[config.mk]
export PLATFORM = sky130hd
export DESIGN_NAME = e1sa_capture
export DESIGN_NICKNAME = d
export VERILOG_FILES = /design/src/verilog/e1sa_pkg.sv /design/src/verilog/e1sa_capture.sv
export VERILOG_INCLUDE_DIRS = /design/src /design/src/verilog
export SDC_FILE = /design/constraint.sdc
export NUM_CORES = 1
export LEC_CHECK = 0
export BUFFER_PORTS_ARGS = -buffer_cell sky130_fd_sc_hd__buf_2
export CAP_MARGIN = 20
export CORE_ASPECT_RATIO = 1.2
export CORE_MARGIN = 2
export CORE_UTILIZATION = 40
export DETAILED_ROUTE_END_ITERATION = 12
export GPL_TIMING_DRIVEN = 0
export MAX_ROUTING_LAYER = met4
export PLACE_DENSITY_LB_ADDON = 0.1
export SYNTH_ARGS = -nofsm -noshare
export SYNTH_HDL_FRONTEND = slang
export SYNTH_SLANG_ARGS = --single-unit
[constraint.sdc]
create_clock -name aclk -period 1.7 [get_ports aclk]
set_input_delay 0.255 -clock aclk [delete_from_list [all_inputs] [get_ports aclk]]
set_output_delay 0.255 -clock aclk [all_outputs]
set_load 0.01 [all_outputs]
[src/verilog/e1sa_regs.svh]
// Register map, field positions, reset values and bus codes for the
// receive spare-bit capture block. Definitions only.
// Assumes an AXI4-Lite slave with 32-bit data, one register per word.
//
// Behaviour
// RQ1: Separate eight-bit read-only register per spare position
// RQ2: Register holds latest complete multiframe's bits
// RQ3: Load only after whole multiframe received
// RQ4: Capture only while position's receive select is set
// RQ5: Bit 7 frame 2, bit 6 frame 4
// RQ6: Bits 5..0 from frames 6 to 16
`ifndef E1SA_REGS_SVH
`define E1SA_REGS_SVH

// ==========================================================
// Register indices; byte address is four times the index
`define E1SA_IDX_CTRL 10'h10c
`define E1SA_IDX_SPARE6 10'h13d
`define E1SA_IDX_SPARE7 10'h13e
`define E1SA_IDX_SPARE8 10'h13f

// ==========================================================
// Receive select bits in the control register, and reset values
`define E1SA_SEL6_BIT 0
`define E1SA_SEL7_BIT 1
`define E1SA_SEL8_BIT 2
`define E1SA_CTRL_RESET 3'h0
`define E1SA_CAPTURE_RESET 8'h00

// ==========================================================
// Multiframe numbering: index 0..15 stands for frames 1..16
`define E1SA_FIRST_FRAME 4'h0
`define E1SA_LAST_FRAME 4'hf

// ==========================================================
// AXI response codes
`define E1SA_RESP_OKAY 2'h0
`define E1SA_RESP_SLVERR 2'h2

`endif

[src/verilog/e1sa_pkg.sv]
// Shared types for the receive spare-bit capture block.
// Assumes the constants header is included by the design file.
package e1sa_pkg;
  // One captured byte of spare bits
  typedef logic [7:0] e1sa_byte_t;
  // AXI response code
  typedef logic [1:0] e1sa_resp_t;
  // Register word index
  typedef logic [9:0] e1sa_index_t;
endpackage : e1sa_pkg

[src/verilog/e1sa_capture.sv]
// Receive capture of the Sa6, Sa7 and Sa8 national spare bits.
// Assumes the frame strobe, index and spare bits come from the receive
// framer on aclk, already aligned to the CRC-4 multiframe.
//
// Our own choice: the AXI4-Lite interface to the registers.
`timescale 1ns/1ps
`include "e1sa_regs.svh"

module e1sa_capture #(
  parameter int ADDR_W = 12
) (
  // Clock and reset
  input wire logic aclk,
  input wire logic aresetn,
  // Receive framer side
  input wire logic rx_frame_valid,
  input wire logic [3:0] rx_frame_index,
  input wire logic rx_mf_locked,
  input wire logic received_spare6_bits,
  input wire logic received_spare7_bits,
  input wire logic received_spare8_bits,
  // AXI4-Lite write address
  input wire logic s_axi_awvalid,
  output logic s_axi_awready,
  input wire logic [ADDR_W-1:0] s_axi_awaddr,
  // AXI4-Lite write data
  input wire logic s_axi_wvalid,
  output logic s_axi_wready,
  input wire logic [31:0] s_axi_wdata,
  input wire logic [3:0] s_axi_wstrb,
  // AXI4-Lite write response
  output logic s_axi_bvalid,
  input wire logic s_axi_bready,
  output logic [1:0] s_axi_bresp,
  // AXI4-Lite read address
  input wire logic s_axi_arvalid,
  output logic s_axi_arready,
  input wire logic [ADDR_W-1:0] s_axi_araddr,
  // AXI4-Lite read data
  output logic s_axi_rvalid,
  input wire logic s_axi_rready,
  output logic [31:0] s_axi_rdata,
  output logic [1:0] s_axi_rresp
);

  // ==========================================================
  // Helpers
  // Word index of a byte address
  function automatic e1sa_pkg::e1sa_index_t word_index(
    input logic [ADDR_W-1:0] addr);
    word_index = e1sa_pkg::e1sa_index_t'(addr[ADDR_W-1:2]);
  endfunction : word_index

  // Byte bit position for an even frame (index odd): frame 2 -> bit 7
  function automatic logic [2:0] spare_pos(input logic [3:0] idx);
    spare_pos = 3'h7 - idx[3:1];
  endfunction : spare_pos

  // ==========================================================
  // State
  logic [2:0] spare_select; // Receive select bits, software written
  logic [3:0] expect_index; // Next frame index expected
  logic collecting; // Current multiframe seen in order so far
  e1sa_pkg::e1sa_byte_t shadow6; // Partial bytes, never visible
  e1sa_pkg::e1sa_byte_t shadow7;
  e1sa_pkg::e1sa_byte_t shadow8;
  e1sa_pkg::e1sa_byte_t rx_spare_bit6_capture; // Visible registers
  e1sa_pkg::e1sa_byte_t rx_spare_bit7_capture;
  e1sa_pkg::e1sa_byte_t rx_spare_bit8_capture;
  logic in_order; // Frame arrives where expected
  logic mf_done; // Last frame of a clean multiframe
  logic [2:0] pos; // Bit slot of this frame
  logic aw_held, w_held; // Write halves taken, awaiting the other
  e1sa_pkg::e1sa_index_t aw_index;
  logic [31:0] w_data;
  logic [3:0] w_strb;
  e1sa_pkg::e1sa_index_t ar_index;

  assign in_order = rx_frame_valid && rx_mf_locked &&
                    (rx_frame_index == expect_index);
  assign mf_done = in_order && collecting &&
                   (rx_frame_index == `E1SA_LAST_FRAME);
  assign pos = spare_pos(rx_frame_index);

  // ==========================================================
  // Multiframe tracking
  // Any skipped frame or loss of lock discards the multiframe, so a
  // register never takes bits from two different multiframes.
  always_ff @(posedge aclk) begin
    if (!aresetn) begin
      expect_index <= `E1SA_FIRST_FRAME;
      collecting <= 1'b0;
    end else if (!rx_mf_locked) begin
      expect_index <= `E1SA_FIRST_FRAME;
      collecting <= 1'b0;
    end else if (rx_frame_valid) begin
      expect_index <= rx_frame_index + 4'h1;
      // Start fresh on frame 1, stay clean only while in order
      if (rx_frame_index == `E1SA_FIRST_FRAME) begin
        collecting <= 1'b1; // RQ3
      end else begin
        collecting <= collecting && in_order; // RQ3
      end
    end
  end

  // ==========================================================
  // Shadow collection on even-numbered frames
  always_ff @(posedge aclk) begin
    if (!aresetn) begin
      shadow6 <= `E1SA_CAPTURE_RESET;
      shadow7 <= `E1SA_CAPTURE_RESET;
      shadow8 <= `E1SA_CAPTURE_RESET;
    end else if (rx_frame_valid && rx_frame_index[0]) begin
      shadow6[pos] <= received_spare6_bits; // RQ5 RQ6
      shadow7[pos] <= received_spare7_bits; // RQ5 RQ6
      shadow8[pos] <= received_spare8_bits; // RQ5 RQ6
    end
  end

  // ==========================================================
  // Visible capture registers, loaded on frame 16 of a clean multiframe
  // Frame 16 supplies bit 0 directly, so the load needs no extra cycle.
  always_ff @(posedge aclk) begin
    if (!aresetn) begin
      rx_spare_bit6_capture <= `E1SA_CAPTURE_RESET;
      rx_spare_bit7_capture <= `E1SA_CAPTURE_RESET;
      rx_spare_bit8_capture <= `E1SA_CAPTURE_RESET;
    end else if (mf_done) begin
      // Disabled positions keep their last value
      if (spare_select[`E1SA_SEL6_BIT]) begin // RQ4
        rx_spare_bit6_capture <= {shadow6[7:1], received_spare6_bits}; // RQ2
      end
      if (spare_select[`E1SA_SEL7_BIT]) begin // RQ4
        rx_spare_bit7_capture <= {shadow7[7:1], received_spare7_bits}; // RQ2
      end
      if (spare_select[`E1SA_SEL8_BIT]) begin // RQ4
        rx_spare_bit8_capture <= {shadow8[7:1], received_spare8_bits}; // RQ2
      end
    end
  end

  // ==========================================================
  // AXI write path: address and data taken in either order
  assign s_axi_awready = !aw_held && !s_axi_bvalid;
  assign s_axi_wready = !w_held && !s_axi_bvalid;

  always_ff @(posedge aclk) begin
    if (!aresetn) begin
      aw_held <= 1'b0;
      w_held <= 1'b0;
      aw_index <= 10'h000;
      w_data <= 32'h0000_0000;
      w_strb <= 4'h0;
    end else if (aw_held && w_held) begin
      // Both halves consumed by the response stage
      aw_held <= 1'b0;
      w_held <= 1'b0;
    end else begin
      if (s_axi_awvalid && s_axi_awready) begin
        aw_held <= 1'b1;
        aw_index <= word_index(s_axi_awaddr);
      end
      if (s_axi_wvalid && s_axi_wready) begin
        w_held <= 1'b1;
        w_data <= s_axi_wdata;
        w_strb <= s_axi_wstrb;
      end
    end
  end

  // Control register write and write response
  // Capture registers are read-only: writes there are ignored with OKAY.
  always_ff @(posedge aclk) begin
    if (!aresetn) begin
      spare_select <= `E1SA_CTRL_RESET;
      s_axi_bvalid <= 1'b0;
      s_axi_bresp <= `E1SA_RESP_OKAY;
    end else if (aw_held && w_held) begin
      s_axi_bvalid <= 1'b1;
      s_axi_bresp <= `E1SA_RESP_OKAY;
      case (aw_index)
        `E1SA_IDX_CTRL: begin
          if (w_strb[0]) begin
            spare_select <= w_data[2:0]; // RQ4
          end
        end
        `E1SA_IDX_SPARE6, `E1SA_IDX_SPARE7, `E1SA_IDX_SPARE8: begin
          s_axi_bresp <= `E1SA_RESP_OKAY; // RQ1
        end
        default: begin
          s_axi_bresp <= `E1SA_RESP_SLVERR;
        end
      endcase
    end else if (s_axi_bready) begin
      s_axi_bvalid <= 1'b0;
    end
  end

  // ==========================================================
  // AXI read path: one read at a time, answer one cycle after address
  assign s_axi_arready = !s_axi_rvalid;
  assign ar_index = word_index(s_axi_araddr);

  always_ff @(posedge aclk) begin
    if (!aresetn) begin
      s_axi_rvalid <= 1'b0;
      s_axi_rdata <= 32'h0000_0000;
      s_axi_rresp <= `E1SA_RESP_OKAY;
    end else if (s_axi_arvalid && s_axi_arready) begin
      s_axi_rvalid <= 1'b1;
      s_axi_rresp <= `E1SA_RESP_OKAY;
      case (ar_index)
        `E1SA_IDX_CTRL: begin
          s_axi_rdata <= {29'h0, spare_select};
        end
        `E1SA_IDX_SPARE6: begin
          s_axi_rdata <= {24'h0, rx_spare_bit6_capture}; // RQ1
        end
        `E1SA_IDX_SPARE7: begin
          s_axi_rdata <= {24'h0, rx_spare_bit7_capture}; // RQ1
        end
        `E1SA_IDX_SPARE8: begin
          s_axi_rdata <= {24'h0, rx_spare_bit8_capture}; // RQ1
        end
        default: begin
          s_axi_rdata <= 32'h0000_0000;
          s_axi_rresp <= `E1SA_RESP_SLVERR;
        end
      endcase
    end else if (s_axi_rready) begin
      s_axi_rvalid <= 1'b0;
    end
  end

  // ==========================================================
  // Checks
  AST_READ_SPARE7: assert property (@(posedge aclk) // RQ1
    disable iff (!aresetn)
    s_axi_arvalid && s_axi_arready && ar_index == `E1SA_IDX_SPARE7
    |=> s_axi_rvalid && s_axi_rdata == {24'h0, $past(rx_spare_bit7_capture)})
    else $error("Spare7 read data mismatch");

  AST_LOAD_VALUE: assert property (@(posedge aclk) // RQ2
    disable iff (!aresetn)
    mf_done && spare_select[`E1SA_SEL6_BIT]
    |=> rx_spare_bit6_capture ==
        {$past(shadow6[7:1]), $past(received_spare6_bits)})
    else $error("Spare6 capture not loaded from multiframe");

  AST_LOAD_AT_END: assert property (@(posedge aclk) // RQ3
    disable iff (!aresetn)
    !$stable(rx_spare_bit8_capture) |-> $past(mf_done))
    else $error("Spare8 capture changed mid multiframe");

  AST_HOLD_DISABLED: assert property (@(posedge aclk) // RQ4
    disable iff (!aresetn)
    !spare_select[`E1SA_SEL7_BIT] ##1 !spare_select[`E1SA_SEL7_BIT]
    |-> $stable(rx_spare_bit7_capture))
    else $error("Spare7 capture moved while deselected");

  AST_FRAME2_BIT7: assert property (@(posedge aclk) // RQ5
    disable iff (!aresetn)
    rx_frame_valid && rx_frame_index == 4'h1
    |=> shadow6[7] == $past(received_spare6_bits))
    else $error("Frame 2 bit not in bit 7");

  AST_FRAME14_BIT1: assert property (@(posedge aclk) // RQ6
    disable iff (!aresetn)
    rx_frame_valid && rx_frame_index == 4'hd
    |=> shadow8[1] == $past(received_spare8_bits))
    else $error("Frame 14 bit not in bit 1");

endmodule : e1sa_capture

=== Word level (Yosys, flattened, before mapping) ===
Cells that the tools add are included.

* Bits in registers: 110
* Latch bits: 0
* Bits in writable memories: 0
* Bits in read-only memories: 0
* Output and inout bits: 41
* Logic and storage cells: 77
* Memories kept: 0

* Add/sub/neg operators: 2
* Multiply operators: 0
* Div/mod/pow operators: 0
* $lt $le $gt $ge: 2
* Equal/unequal tests: 10
* Shift-type cells: 0
* Muxes and demuxes: 13
* Bitwise logic cells: 2
* Reductions and logical operators: 29

{| class="wikitable"
|+ Operators by type and width
! operator !! number
|-
| $eq 10x9->1 const B || 8
|-
| $pmux 8 s4 || 1
|-
| $bwmux 8 || 3
|-
| $logic_and 1x1->1 || 12
|-
| $reduce_and 2->1 || 6
|-
| $reduce_or 4->1 || 2
|-
| $mux 1 || 6
|-
| $add 4x1->4 const B || 1
|-
| $eq 4x4->1 || 1
|-
| $eq 4x4->1 const B || 1
|-
| $logic_not 1->1 || 4
|-
| $logic_not 4->1 || 1
|-
| $lt 3x4->1 const B || 1
|-
| $mux 2 || 2
|-
| $reduce_bool 2->1 || 2
|-
| $demux 1 s3 || 1
|-
| $ge 3x1->1 const B || 1
|-
| $reduce_and 3->1 || 1
|-
| $sub 3x3->3 const A || 1
|-
| $not 1->1 || 2
|-
| $reduce_or 2->1 || 1
|}

=== Depth between registers and ports, before layout ===
* Depth in word-level cells: 6
* Gate-level depth with buffers: 7
* Depth with buffers taken out: 5

=== Worst setup path before layout ===
Ideal clock, no wire load.

* Kind: input port to flip-flop
* Start point: in s_axi_araddr[9]
* End point: reg s_axi_rdata[3]
* Setup time: 59 ps
* Arrival time: 1564 ps
* Data required time: 1641 ps
* Slack: 77 ps
* Cell stages on the path: 4
* Path buffers: 0
* Cell sequence: or4b_4 -> or4_4 -> o21ai_1 -> and2_1

* Longest elaborated chain between the ends: 2

{| class="wikitable"
|+ Ends and longest elaborated chain
! what !! RTL line !! source
|-
| from (decl) || e1sa_capture.sv:38 || <nowiki>input wire logic [ADDR_W-1:0] s_axi_araddr,</nowiki>
|-
| $eq 10x9->1 || e1sa_capture.sv:213 || <nowiki>case (ar_index)</nowiki>
|-
| $pmux 8 s4 * || e1sa_capture.sv:213 ||
|-
| to (signal assigned) || e1sa_capture.sv:215 || <nowiki>s_axi_rdata <= {29'h0, spare_select};</nowiki>
|-
| to (signal assigned) || e1sa_capture.sv:218 || <nowiki>s_axi_rdata <= {24'h0, rx_spare_bit6_capture};</nowiki>
|-
| to (signal assigned) || e1sa_capture.sv:221 || <nowiki>s_axi_rdata <= {24'h0, rx_spare_bit7_capture};</nowiki>
|-
| to (decl) || e1sa_capture.sv:42 || <nowiki>output logic [31:0] s_axi_rdata,</nowiki>
|}

Every way passes the cells marked *; elsewhere a longest branch is shown, timed or not.
A chain may end at the register's enable or synchronous reset.

=== Final worst setup path ===
* Start point: reg expect_index[2]
* End point: reg rx_spare_bit6_capture[3]

* Longest elaborated chain between the ends: 5

{| class="wikitable"
|+ Ends and longest elaborated chain
! what !! RTL line !! source
|-
| from (decl) || e1sa_capture.sv:62 || <nowiki>logic [3:0] expect_index;</nowiki>
|-
| from (signal assigned) || e1sa_capture.sv:91 || <nowiki>expect_index <= `E1SA_FIRST_FRAME;</nowiki>
|-
| from (signal assigned) || e1sa_capture.sv:94 || <nowiki>expect_index <= `E1SA_FIRST_FRAME;</nowiki>
|-
| from (signal assigned) || e1sa_capture.sv:97 || <nowiki>expect_index <= rx_frame_index + 4'h1;</nowiki>
|-
| $eq 4x4->1 || e1sa_capture.sv:80 || <nowiki>(rx_frame_index == expect_index);</nowiki>
|-
| $logic_and 1x1->1 || e1sa_capture.sv:79 || <nowiki>assign in_order = rx_frame_valid && rx_mf_locked &&</nowiki>
|-
| $logic_and 1x1->1 (2 in a row) || e1sa_capture.sv:81 || <nowiki>assign mf_done = in_order && collecting &&</nowiki>
|-
| $reduce_and 2->1 (no source line) || n/a ||
|-
| to (signal assigned) || e1sa_capture.sv:126 || <nowiki>rx_spare_bit6_capture <= `E1SA_CAPTURE_RESET;</nowiki>
|-
| to (signal assigned) || e1sa_capture.sv:132 || <nowiki>rx_spare_bit6_capture <= {shadow6[7:1], received_spare6_bits};</nowiki>
|-
| to (decl) || e1sa_capture.sv:67 || <nowiki>e1sa_pkg::e1sa_byte_t rx_spare_bit6_capture;</nowiki>
|}

Every way passes these cells.

==> impl_metrics.env <==
export IMPL_rr_worst_depth=5
export IMPL_track_usage_pct=18.0
export IMPL_antenna_found_initial=0
export IMPL_initial_core_util_pct=41.0
export IMPL_ioPinCount=117
export IMPL_fillers=926
export IMPL_dp_cells=620
export IMPL_cts_tree="built"
export IMPL_multiInputGateArea_sq_mm=0.00183
export IMPL_clkLatencyLatePin_ps=350
export IMPL_power_density_mw_per_mm2=903
export IMPL_r2r_start="expect_index[2]"
export IMPL_row_count=38
export IMPL_grt_pass1_wl_um=13600
export IMPL_p_leak_nw=1.81
export IMPL_finalClockSkew_ps=7.70
export IMPL_grt_pass1_vias=2745
export IMPL_seq_area_frac_synth_pct=43.8
export IMPL_synth_yosys_warnings=0
export IMPL_hpwl_um=6600
export IMPL_fin_crit_sh_pct=92.4
export IMPL_vias=3058
export IMPL_max_vdd_ir_drop_mv=0.544
export IMPL_crit_fanout=10
export IMPL_status="completed"
export IMPL_htreeDepth=3
export IMPL_layoutNonFillerInstCount=638
export IMPL_wirelength_um=8690
export IMPL_synth_top_area_share_pct=43.8
export IMPL_holdPathStages=3
export IMPL_cts_path_max_buffers=2
export IMPL_cts_sinks=81
export IMPL_whs_ps=138
export IMPL_fmax_ghz=0.637
export IMPL_rrSetupSlack_ps=130
export IMPL_worstSetupPathType="flop to flop"
export IMPL_io_buffers=49
export IMPL_endpoint_kind="flop"
export IMPL_reg2reg_to="rx_spare_bit6_capture[3]"
export IMPL_maxSlewHeadroom_pct=59.0
export IMPL_worstMarginPinSlew_ps=615
export IMPL_cp_depth=5
export IMPL_finalHoldViolations=0
export IMPL_setup_worst_path_end="rx_spare_bit6_capture[3]"
export IMPL_worstPathRequired_ps=1980
export IMPL_clk_pin_slew_ps=80
export IMPL_synthCells=426
export IMPL_yosys_most_used_dff="dfxtp_1"
export IMPL_antennaDiodeCount=0
export IMPL_seqCellArea_sq_mm=0.00162
export IMPL_num_nets_final=591
export IMPL_hp_class="input pin to flop"
export IMPL_fin_crit_ps=1570
export IMPL_start_kind="flop"
export IMPL_grt_overflow_total=0
export IMPL_cp_arrival_ps=1860
export IMPL_synthArstFlopShare_pct=0
export IMPL_slew_violations=0
export IMPL_crit_family="simple AND/OR/NAND/NOR gates"
export IMPL_drt_vias_per_instance=4.79
export IMPL_synthTopCellsByArea="dfxtp_1 44%, mux2i_1 8.6%, a21oi_1 5.4%"
export IMPL_drive_gt1_share_pct=20.8
export IMPL_firstDrtPassIters=5
export IMPL_rsz0062_at_grt="no"
export IMPL_wire_per_inst_um=13.6
export IMPL_dr_first_iter_drc_count=131
export IMPL_synth_edf_count=0
export IMPL_area_growth_pct=20.6
export IMPL_path_buf_inv=1
export IMPL_cp_startpoint="expect_index[2]"
export IMPL_synth_cell_type_count=41
export IMPL_drc=0
export IMPL_cts_hold_buf=0
export IMPL_cp_slowest_cell="dfxtp_1"
export IMPL_ant_nets=0
export IMPL_clock_root_buffer="clkbuf_8"
export IMPL_fin_util_pct=49.5
export IMPL_numCtsBuffers=9
export IMPL_die_area_sq_mm=0.0101
export IMPL_path_cells="nand2_1 -> nor2_1 -> clkbuf_1 -> nand4_1 -> a21oi_1"
export IMPL_critPathMaxStageDelay_ps=390
export IMPL_syn_avg_cell_area_sq_um=8.70
export IMPL_die_h_um=109
export IMPL_die_w_um=91.9
export IMPL_syn_area_sq_mm=0.00371
export IMPL_ys_seq_elements=81
export IMPL_gp_congestion=0.805
export IMPL_yosysTopAreaCell="dfxtp_1"
export IMPL_cap_viol_max_count=0
export IMPL_setup_violations=0
export IMPL_grt_max_degree=14
export IMPL_fp_coreArea_sq_mm=0.00903
[synthesized netlist by cell type (all sizes together) (5+ instances only)]
cell type  number
a21oi          40
a22oi           8
and2            7
buf            29
clkbuf         30
dfxtp          81
inv             8
mux2            5
mux2i          32
nand2          34
nand2b          7
nand3           6
nand4          27
nor2           44
o21ai           8
o31ai          24
xnor2           5
[per-stage QoR]
stage          total power [W]  setup TNS, ps  cell area [sq um]  setup WS (ps)
2_1_floorplan          0.00227              0               3800           77.0
3_3_place_gp           0.00237          -3360               4200           -159
3_5_place_dp           0.00238          -3610               4200           -166
4_1_cts                0.00408              0               4440           1.06
5_1_grt                0.00421              0               4470           3.09
6_report               0.00404              0               4470            129
[layout by cell type, fill, tap and decap left out, types with 3 or more instances in the layout]
cell,instances
a211oi_1,3
a21oi_1,40
a22oi_1,8
and2_1,7
and3_1,3
buf_2,51
buf_4,29
bufinv_16,3
clkbuf_1,24
clkbuf_2,5
clkbuf_8,10
clkinv_2,3
conb_1,26
dfxtp_1,81
inv_1,7
mux2_1,4
mux2i_1,32
nand2_1,34
nand2b_1,7
nand3_1,6
nand4_1,27
nor2_1,44
nor3_1,3
o21ai_1,8
o22a_1,3
o31ai_1,24
xnor2_1,5
[area by class of cell]
class | instances | share of cell area, %
Inverter | 8 | 0.672
Sequential cell | 81 | 36.3
Timing Repair Buffer | 52 | 5.99
Multi-Input combinational cell | 303 | 41.0
Buffer | 58 | 7.25
Tap cell | 120 | 3.36
Clock buffer | 10 | 3.08
Clock inverter | 6 | 2.35
[state kept, by name, indices dropped and copies added (netlist names)]
register	count
aw_index	10
rx_spare_bit6_capture	8
rx_spare_bit7_capture	8
rx_spare_bit8_capture	8
s_axi_rdata	8
shadow6	7
shadow7	7
shadow8	7
expect_index	4
spare_select	3
w_data	3
aw_held	1
collecting	1
s_axi_bresp	1
s_axi_bvalid	1
s_axi_rresp	1
s_axi_rvalid	1
w_held	1
w_strb	1
[how the worst min path moves through the flow]
stage                      start              end
6_report         s_axi_awaddr[7]      aw_index[5]
5_1_grt           s_axi_wdata[2]        w_data[2]
4_1_cts          s_axi_awaddr[6]      aw_index[4]
3_5_place_dp         aw_index[2]      aw_index[2]
3_3_place_gp         aw_index[2]      aw_index[2]
2_1_floorplan  rx_frame_index[0]  expect_index[0]
[where the power goes]
| group | switching (W) | internal (W) |
|---|---|---|
| registers | 0.0000311 | 0.00194 |
| clock network | 0.000693 | 0.00101 |
| logic | 0.000208 | 0.000156 |
| total | 0.000932 | 0.00310 |
[layer usage]
metal	GRT usage [%]	vias to the layer above	routed length (um)
li1	-	1631	-
met1	22.0	1351	3940
met2	30.2	69	4250
met3	3.36	7	388
met4	6.08	0	105
met5	-	-	0
[cell families (layout without fill, tap and decap cells)]
family          after synthesis  after routing  share of synthesized area [%]
fa+ha+maj                     2              2                          0.675
compound gates               91             91                           15.6
simple gates                141            141                           18.8
xor+xnor                      6              6                           1.42
buf+inv                      67            134                           9.49
other cells                   1             26                          0.101
flops                        81             81                           43.8
mux                          37             37                           10.2
[timing repair]
action	4_1_cts	5_1_grt
setup endpoints to repair	0	23
gates resized for setup	0	12
buffers inserted	0	3
[worst min-delay path: cells and delay by family]
family | cells | cell delay [ps]
buffers and inverters | 1 | 90
AOI/OAI and AO/OA | 1 | 50
and+or+nand+nor | 1 | 40
No activity file was read; power rests on OpenSTA's default activity.
